### src/include/exec_consts.svh
// Register offsets, field positions, reset values of the call and compare execution block.
// Assumes a 32-bit classic Wishbone slave with word-aligned byte addresses.
`ifndef EXEC_CONSTS_SVH
`define EXEC_CONSTS_SVH

`define ADR_OPND_A      8'h00
`define ADR_OPND_B      8'h04
`define ADR_TARGET      8'h08
`define ADR_SEGMENT     8'h0C
`define ADR_STACK_PTR   8'h10
`define ADR_INSTR_PTR   8'h14
`define ADR_CODE_SEG    8'h18
`define ADR_COMMAND     8'h1C
`define ADR_STATUS      8'h20

`define CMD_OP_LSB      0
`define CMD_OP_MSB      2
`define CMD_COND_BIT    3
`define CMD_PRED_BIT    4
`define CMD_DISP_LSB    8
`define CMD_DISP_MSB    15

`define FLG_E           4
`define FLG_Z           3
`define FLG_V           2
`define FLG_C           1
`define FLG_N           0
`define STS_BUSY        8
`define STS_TAKEN       9
`define STS_MISPRED     10

`define RST_WORD        16'h0000
`define RST_FLAGS       5'h00
`define STACK_STEP      16'h0002
`define WORD_MIN_NEG    16'h8000
`define BYTE_MIN_NEG    8'h80

`endif

### src/include/exec_pkg.sv
// Types shared by the call and compare execution block.
// Assumes nothing beyond a SystemVerilog compiler.
package exec_pkg;

   typedef enum logic [2:0] {
      OP_BIT_XOR,
      OP_CALL_ABS,
      OP_CALL_IND,
      OP_CALL_REL,
      OP_CALL_SEG,
      OP_COMPARE_WORD,
      OP_COMPARE_BYTE,
      OP_NONE
   } opcode_e;

   typedef enum logic [1:0] {
      ST_IDLE,
      ST_EXEC,
      ST_PUSH2
   } state_e;

endpackage

### src/call_and_compare_execution.sv
// Execution unit for single-bit XOR, four subroutine call_intersegment and word/byte compare.
// Assumes a classic Wishbone master; condition codes are evaluated outside and
// handed in as one bit; stack pushes leave through a one-word write port.
//
// Summary of operation
// - Bit XOR clears E and sets Z=NOR, V=OR, C=AND, N=XOR of both bits.
// - Bit XOR writes source XOR destination back into the destination bit.
// - Absolute call if condition true: stack down 2, push pointer, load target.
// - Absolute call holds a prediction bit: clear predicts taken, set predicts not taken.
// - Indirect call if condition true: stack down 2, push pointer, jump to target.
// - Relative call always pushes, then adds twice the sign-extended 8-bit displacement.
// - Relative target is based on the address of the following instruction.
// - Every taken call pushes the pointer, which already addresses the next instruction.
// - Segment call pushes segment then pointer, then loads new segment and offset.
// - Word compare subtracts second from first, sets flags, writes no result.
// - Byte compare does the same subtraction on bytes, leaving operands intact.
// - Compare sets E when the second operand is the most negative value.
// - Compare sets Z on zero result and N on result sign bit.
// - Word compare sets V when the result overflows a signed word.
// - Compare sets C on a borrow out of the top bit.
// - Byte compare sets V when the result overflows a signed byte.
`timescale 1ns/1ps
`include "exec_consts.svh"

module call_and_compare_execution #(
   parameter int SEG_W = 8                            // Code segment number width
) (
   input  wire logic        I_SYS_CLK,                // 25 MHz system clock
   input  wire logic        I_RST,                    // Asynchronous reset, active high
   input  wire logic        I_WB_CYC,                 // Wishbone cycle
   input  wire logic        I_WB_STB,                 // Wishbone strobe
   input  wire logic        I_WB_WE,                  // Wishbone write enable
   input  wire logic [7:0]  I_WB_ADR,                 // Wishbone byte address
   input  wire logic [3:0]  I_WB_SEL,                 // Wishbone byte select
   input  wire logic [31:0] I_WB_DAT,                 // Wishbone write data
   output logic      [31:0] O_WB_DAT,                 // Wishbone read data
   output logic             O_WB_ACK,                 // Wishbone acknowledge
   output logic             O_STK_WE,                 // Stack word write strobe
   output logic      [15:0] O_STK_ADR,                // Stack word byte address
   output logic      [15:0] O_STK_DAT,                // Stack word data
   output logic             O_BUSY                    // Instruction in progress
);

   ////////////////////////////////////////////////////////////////////////////
   // Helpers

   function automatic logic [15:0] merge16(input logic [15:0] old,
                                           input logic [31:0] dat,
                                           input logic [3:0]  sel);
      logic [15:0] r;
      r = old;
      if (sel[0]) r[7:0]  = dat[7:0];
      if (sel[1]) r[15:8] = dat[15:8];
      return r;
   endfunction

   // Flags E Z V C N of op1 - op2 at word or byte width
   function automatic logic [4:0] compare_flags(input logic [15:0] a,
                                                input logic [15:0] b,
                                                input logic        byte_mode);
      logic [16:0] dw;
      logic [8:0]  db;
      logic [4:0]  f;
      dw = {1'b0, a} - {1'b0, b};
      db = {1'b0, a[7:0]} - {1'b0, b[7:0]};
      if (byte_mode) begin
         f[`FLG_E] = (b[7:0] == `BYTE_MIN_NEG);
         f[`FLG_Z] = (db[7:0] == 8'h00);
         f[`FLG_V] = (a[7] != b[7]) && (db[7] != a[7]);
         f[`FLG_C] = db[8];
         f[`FLG_N] = db[7];
      end else begin
         f[`FLG_E] = (b == `WORD_MIN_NEG);
         f[`FLG_Z] = (dw[15:0] == 16'h0000);
         f[`FLG_V] = (a[15] != b[15]) && (dw[15] != a[15]);
         f[`FLG_C] = dw[16];
         f[`FLG_N] = dw[15];
      end
      return f;
   endfunction

   ////////////////////////////////////////////////////////////////////////////
   // Storage

   exec_pkg::state_e  state;
   exec_pkg::opcode_e op;
   logic [15:0]       opnd_a;
   logic [15:0]       opnd_b;
   logic [15:0]       target;
   logic [SEG_W-1:0]  segment;
   logic [15:0]       stack_ptr;
   logic [15:0]       instr_pointer;
   logic [SEG_W-1:0]  code_segment_pointer;
   logic [15:0]       command;
   logic [4:0]        flags;
   logic              taken;
   logic              mispred;

   ////////////////////////////////////////////////////////////////////////////
   // Bus decode

   // A write lands at the edge where the master sees ack, and not before
   wire         bus_req   = I_WB_CYC && I_WB_STB;
   wire         wr_fire   = bus_req && I_WB_WE && O_WB_ACK;
   wire         idle      = (state == exec_pkg::ST_IDLE);
   wire         wr_a      = wr_fire && idle && (I_WB_ADR == `ADR_OPND_A);
   wire         wr_b      = wr_fire && idle && (I_WB_ADR == `ADR_OPND_B);
   wire         wr_tgt    = wr_fire && idle && (I_WB_ADR == `ADR_TARGET);
   wire         wr_seg    = wr_fire && idle && (I_WB_ADR == `ADR_SEGMENT);
   wire         wr_stk    = wr_fire && idle && (I_WB_ADR == `ADR_STACK_PTR);
   wire         wr_instr  = wr_fire && idle && (I_WB_ADR == `ADR_INSTR_PTR);
   wire         wr_cseg   = wr_fire && idle && (I_WB_ADR == `ADR_CODE_SEG);
   // Command is only taken whole: a partial write would launch a half-built op
   wire         go        = wr_fire && idle && (I_WB_ADR == `ADR_COMMAND)
                            && (I_WB_SEL[1:0] == 2'h3);
   wire [15:0]  seg_word  = 16'(code_segment_pointer);
   wire [31:0]  status    = {21'h000000, mispred, taken, !idle, 3'h0, flags};
   wire [15:0]  stk_dec   = stack_ptr - `STACK_STEP;
   wire [7:0]   disp      = command[`CMD_DISP_MSB:`CMD_DISP_LSB];
   wire [15:0]  rel_off   = {{7{disp[7]}}, disp, 1'b0};
   wire         cond      = command[`CMD_COND_BIT];
   wire         pred_nt   = command[`CMD_PRED_BIT];
   wire [4:0]   xor_flags = {1'b0, !(opnd_a[0] | opnd_b[0]), opnd_a[0] | opnd_b[0],
                             opnd_a[0] & opnd_b[0], opnd_a[0] ^ opnd_b[0]};
   wire         is_cond   = (op == exec_pkg::OP_CALL_ABS) || (op == exec_pkg::OP_CALL_IND);
   wire         is_call   = is_cond || (op == exec_pkg::OP_CALL_REL)
                            || (op == exec_pkg::OP_CALL_SEG);

   logic [31:0] rd_mux;
   always_comb begin
      unique case (I_WB_ADR)
         `ADR_OPND_A:    rd_mux = {16'h0000, opnd_a};
         `ADR_OPND_B:    rd_mux = {16'h0000, opnd_b};
         `ADR_TARGET:    rd_mux = {16'h0000, target};
         `ADR_SEGMENT:   rd_mux = {16'h0000, 16'(segment)};
         `ADR_STACK_PTR: rd_mux = {16'h0000, stack_ptr};
         `ADR_INSTR_PTR: rd_mux = {16'h0000, instr_pointer};
         `ADR_CODE_SEG:  rd_mux = {16'h0000, seg_word};
         `ADR_COMMAND:   rd_mux = {16'h0000, command};
         `ADR_STATUS:    rd_mux = status;
         default:        rd_mux = 32'h00000000;
      endcase
   end

   always_ff @(posedge I_SYS_CLK or posedge I_RST) begin
      if (I_RST) begin
         O_WB_ACK <= 1'b0;
         O_WB_DAT <= 32'h00000000;
      end else begin
         O_WB_ACK <= bus_req && !O_WB_ACK;
         O_WB_DAT <= rd_mux;
      end
   end

   ////////////////////////////////////////////////////////////////////////////
   // Operand and command registers

   always_ff @(posedge I_SYS_CLK or posedge I_RST) begin
      if (I_RST) begin
         opnd_b  <= `RST_WORD;
         target  <= `RST_WORD;
         segment <= '0;
         command <= `RST_WORD;
         op      <= exec_pkg::OP_NONE;
      end else begin
         if (wr_b)   opnd_b  <= merge16(opnd_b, I_WB_DAT, I_WB_SEL);
         if (wr_tgt) target  <= merge16(target, I_WB_DAT, I_WB_SEL);
         if (wr_seg) segment <= SEG_W'(merge16(16'(segment), I_WB_DAT, I_WB_SEL));
         if (go) begin
            command <= I_WB_DAT[15:0];
            op      <= exec_pkg::opcode_e'(I_WB_DAT[`CMD_OP_MSB:`CMD_OP_LSB]);
         end
      end
   end

   ////////////////////////////////////////////////////////////////////////////
   // Execution

   always_ff @(posedge I_SYS_CLK or posedge I_RST) begin
      if (I_RST) begin
         state                <= exec_pkg::ST_IDLE;
         opnd_a               <= `RST_WORD;
         stack_ptr            <= `RST_WORD;
         instr_pointer        <= `RST_WORD;
         code_segment_pointer <= '0;
         flags                <= `RST_FLAGS;
         taken                <= 1'b0;
         mispred              <= 1'b0;
         O_STK_WE             <= 1'b0;
         O_STK_ADR            <= `RST_WORD;
         O_STK_DAT            <= `RST_WORD;
         O_BUSY               <= 1'b0;
      end else begin
         O_STK_WE <= 1'b0;
         if (wr_a)   opnd_a        <= merge16(opnd_a, I_WB_DAT, I_WB_SEL);
         if (wr_stk)   stack_ptr     <= merge16(stack_ptr, I_WB_DAT, I_WB_SEL);
         if (wr_instr) instr_pointer <= merge16(instr_pointer, I_WB_DAT, I_WB_SEL);
         if (wr_cseg)  code_segment_pointer <= SEG_W'(merge16(seg_word, I_WB_DAT, I_WB_SEL));
         unique case (state)
            exec_pkg::ST_IDLE: begin
               if (go) begin
                  state  <= exec_pkg::ST_EXEC;
                  O_BUSY <= 1'b1;
               end
            end
            exec_pkg::ST_EXEC: begin
               state  <= exec_pkg::ST_IDLE;
               O_BUSY <= 1'b0;
               unique case (op)
                  exec_pkg::OP_BIT_XOR: begin
                     flags     <= xor_flags;
                     opnd_a[0] <= opnd_a[0] ^ opnd_b[0];
                  end
                  exec_pkg::OP_COMPARE_WORD:
                     flags <= compare_flags(opnd_a, opnd_b, 1'b0);
                  exec_pkg::OP_COMPARE_BYTE:
                     flags <= compare_flags(opnd_a, opnd_b, 1'b1);
                  exec_pkg::OP_CALL_ABS,
                  exec_pkg::OP_CALL_IND: begin
                     taken   <= cond;
                     // Prediction only scored here; fetch lives elsewhere
                     mispred <= (op == exec_pkg::OP_CALL_ABS) && (cond == pred_nt);
                     if (cond) begin
                        stack_ptr     <= stk_dec;
                        O_STK_WE      <= 1'b1;
                        O_STK_ADR     <= stk_dec;
                        O_STK_DAT     <= instr_pointer;
                        instr_pointer <= target;
                     end
                  end
                  exec_pkg::OP_CALL_REL: begin
                     taken         <= 1'b1;
                     mispred       <= 1'b0;
                     stack_ptr     <= stk_dec;
                     O_STK_WE      <= 1'b1;
                     O_STK_ADR     <= stk_dec;
                     O_STK_DAT     <= instr_pointer;
                     instr_pointer <= instr_pointer + rel_off;
                  end
                  exec_pkg::OP_CALL_SEG: begin
                     taken     <= 1'b1;
                     mispred   <= 1'b0;
                     state     <= exec_pkg::ST_PUSH2;
                     O_BUSY    <= 1'b1;
                     stack_ptr <= stk_dec;
                     O_STK_WE  <= 1'b1;
                     O_STK_ADR <= stk_dec;
                     O_STK_DAT <= seg_word;
                  end
                  default: ;
               endcase
            end
            exec_pkg::ST_PUSH2: begin
               state                <= exec_pkg::ST_IDLE;
               O_BUSY               <= 1'b0;
               stack_ptr            <= stk_dec;
               O_STK_WE             <= 1'b1;
               O_STK_ADR            <= stk_dec;
               O_STK_DAT            <= instr_pointer;
               instr_pointer        <= target;
               code_segment_pointer <= segment;
            end
            default: state <= exec_pkg::ST_IDLE;
         endcase
      end
   end

   wire in_exec = (state == exec_pkg::ST_EXEC);

   // Sign-extended differences: overflow shows as the two top bits disagreeing
   wire [16:0] sdiff_w = {opnd_a[15], opnd_a} - {opnd_b[15], opnd_b};
   wire [8:0]  sdiff_b = {opnd_a[7], opnd_a[7:0]} - {opnd_b[7], opnd_b[7:0]};
endmodule

### config.mk
export PLATFORM = sky130hd
export DESIGN_NAME = call_and_compare_execution
export DESIGN_NICKNAME = d
export VERILOG_FILES = /design/src/include/exec_pkg.sv /design/src/call_and_compare_execution.sv
export VERILOG_INCLUDE_DIRS = /design/src /design/src/include
export SDC_FILE = /design/constraint.sdc
export NUM_CORES = 1
export LEC_CHECK = 0
export ABC_AREA = 1
export BUFFER_PORTS_ARGS = -buffer_cell sky130_fd_sc_hd__buf_2
export CELL_PAD_IN_SITES_DETAIL_PLACEMENT = 2
export CELL_PAD_IN_SITES_GLOBAL_PLACEMENT = 2
export CORE_UTILIZATION = 36
export CTS_BUF_LIST = sky130_fd_sc_hd__clkbuf_4 sky130_fd_sc_hd__clkbuf_8
export CTS_CLUSTER_DIAMETER = 40
export DETAILED_ROUTE_END_ITERATION = 8
export PLACE_DENSITY_LB_ADDON = 0.08
export REMOVE_ABC_BUFFERS = 1
export SKIP_LAST_GASP = 1
export SYNTH_ARGS = -nofsm -noshare
export SYNTH_HDL_FRONTEND = slang
export SYNTH_SLANG_ARGS = --single-unit
### constraint.sdc
create_clock -name I_SYS_CLK -period 7.6 [get_ports I_SYS_CLK]
set_input_delay 1.52 -clock I_SYS_CLK [delete_from_list [all_inputs] [get_ports I_SYS_CLK]]
set_output_delay 1.52 -clock I_SYS_CLK [all_outputs]
set_load 0.005 [all_outputs]
==> results.md <==
* Die Y at about 170 um
* FF+latch count, synth at between 150 and 200
* Mapped Area at roughly 11,000 um^2
* Initial DRC count at 532
* Critical Path RT at 7.96 ns
* Post-synth EDFFs at 0
* Area share of the largest cell type after synthesis at 0.405
* Critical path arrival at 3.78 ns
* Die area at approximately 30,000 um^2
* Buffers on Ports at 81
* Number of CTS-inserted buffers at 17
* Type of the tightest min-delay check: register to register
* Crit path kind: input port to register
* Gp weighted congestion at 0.885
* Hold Path Depth at 1
* Top area cells in the synthesized netlist: dfrtp_1 40%, nand2_1 13%, inv_1 5.5%
* First-pass GRT wire length at 62,100 um
* Post-route ant nets at 0
* Largest net degree at the start of global routing at 127
* CTS H-Tree Depth at 4
* Fin Clk Skew at about 0.014 ns
* Final Hold Fails at 0
* Core ar. at between 20,000 and 30,000 um^2
* Netlist cell types at 63
* CTS tree: built
* CP max stage cell: nor2_2
* Crit path time final at 3.42 ns
* Max_slew headroom at 0.253
* Detailed Place HPWL at a little over 30,000 um
* IO Pins at 116
* Ys async rst share at 1.00
* Outcome: finished, final reports clean
* Crit path capture type: register
* Cell taking the most area after synthesis: dfrtp_1
* Count leader, synth: nand2_1
* Register area share after synthesis at 0.412
* Die W at between 150 and 200 um
* CP Cell Sequence: buf_2 -> nor2_2 -> nand2_1 -> nor2_2 -> inv_1 -> nor2_2 -> nand3_2 -> nand2_1 -> o21ai_1
* Unrepaired setup endpoints after global routing: false
* Max-cap violations at 0
* Setup tns final at 0 ns
* Hold_buf cts at 0
* # resized after CTS at 0
* Pleak at 5.85 nW
* Peak fanout along the critical path at 16
* Hold Path End: O_WB_ACK
* GRT Resource Usage Total at 0.272
* Total Wirelength at between 40,000 and 50,000 um
* Cell Rows at 62
* Peak VDD IR at between 0.00015 and 0.0002 V
* Commonest cells in the netlist: 358 x nand2_1, 172 x dfrtp_1, 157 x inv_1
* Register area at 4380 um^2
* Prevailing post-synth register cell: dfrtp_1
* Area Growth Syn to Fin at 9.88%
* Initial Util at 0.369
* Slew @ Worst Pin at 1.12 ns
* Clock sinks at 175
* CTS Root Cell: clkbuf_8
* Largest stage delay, worst path at between 0.6 and 0.7 ns
* Via/cell ratio at 5.46
* F_max at 0.293 GHz
* Worst reg2reg path startpoint: state[0]
* FF-to-FF setup slack at around 4.3 ns
* Ratio of cells with drive above 1 in the final layout at 0.145
* Setup crit start kind: input port
* Final setup vio count at 0
* Synth Instances at 1,363
* Postcts setup bufs at 0
* Fin. max-slew vios at 0
* Iteration count of the initial detailed-routing pass at 5
* Syn. warnings at 0
* Final hold slack at between 0.4 and 0.5 ns
* DRC at 0
* Pwr per Cell Area at roughly 280 nW/um^2
* Cell count of the worst reg-to-reg path at 7
* Fillers at 3,407
* Final worst-path cycle share at 0.449
* Clock slew at reported path FFs at 0.09 ns
* Reg-to-reg endpoint: O_STK_DAT[2]
* Syn avg cell area at ~7.8 um^2
* Multi-input combinational cell area at 5280 um^2
* Overflow after GRT at 0
* HP Start: O_WB_ACK
* Clock buffer depth at 2
* Clock Latency Late Sink at 0.50 ns
* Vias in the first global route at about 10,000
* CP most frequent cell: nor2_2
* Initial antenna violation count at 0
* DR vias at 9,958
* Final nets at 1,514
* WL/cell at 22.2 um
-- layer usage --
layer	global-route usage	part of all wire	vias up
met4	0.0716	0.019	0
met1	0.371	0.46	5082
met3	0.0370	0.041	46
met5	0	0	-
li1	-	-	4625
met2	0.454	0.48	205
-- logic make-up after synthesis --
group	Yosys count	share of synthesized area
AO/OA/AOI/OAI	319	0.181
XOR/XNOR	21	0.0173
adder cells (fa/ha/maj)	39	0.0466
buffers and inverters	236	0.0972
flip-flops	175	0.412
multiplexers	3	0.00294
other	1	0.000353
AND/OR/NAND/NOR	569	0.243
-- power by group --
part / leakage, nW / internal [W] / switching [W]
clock network: 0.202 / 0.000316 / 0.000396
registers: 2.35 / 0.00110 / 0.000152
logic: 3.31 / 0.000419 / 0.000885
-- worst max-delay path, delay by kind of cell --
kind,cells,cell delay (ns)
buf+inv,2,0.18
compound gates,1,0.10
simple gates,6,1.97
-- placed cells by master, fill, tap and decap left out, types with 16 or more instances in the layout --
cell type | Yosys | routed
nand2_1 | 358 | 358
dfrtp_1 | 172 | 172
inv_1 | 157 | 156
o21ai_0 | 101 | 101
buf_2 | 27 | 81
nor2_1 | 78 | 78
o21ai_1 | 54 | 54
nand3_1 | 53 | 53
a21oi_1 | 50 | 50
ha_1 | 38 | 38
o22ai_1 | 35 | 35
inv_2 | 19 | 19
a221oi_1 | 19 | 19
clkbuf_8 | 0 | 19
xor2_1 | 16 | 16
conb_1 | 1 | 16
-- worst max-delay path by stage --
stage	from	end	slack, ns	cells past startpoint
after floorplan	I_RST	O_BUSY	1.34	1
after global placement	I_WB_ADR[7]	target[11]	3.88	9
after detailed placement	I_WB_ADR[7]	target[14]	3.75	9
after CTS	state[0]	O_STK_ADR[0]	4.27	7
after global routing	state[0]	O_STK_DAT[3]	4.08	7
final	I_WB_ADR[7]	target[14]	4.18	9
-- layout make-up --
class	count	share of cell area
clock inverter	13	0.0134
antenna	1	0.000214
inverter	179	0.0586
clock buffer	19	0.0224
timing repair buffer	86	0.0379
tap	384	0.0411
sequential	175	0.375
multi-input combinational	967	0.452
-- stage by stage --
step | instance area, um^2 | total power (W) | setup slack [ns] | instances | utilization
after floorplan | 10300 | 0.00208 | 1.34 | 1321 | -
after global placement | 11300 | 0.00252 | 3.88 | 1791 | 0.390
after detailed placement | 11300 | 0.00257 | 3.75 | 1791 | 0.390
after CTS | 11700 | 0.00330 | 4.27 | 1823 | 0.405
after global routing | 11700 | 0.00347 | 4.08 | 1823 | 0.405
final | 11700 | 0.00327 | 4.18 | 1824 | 0.405
No activity file was read; power rests on OpenSTA's default activity.
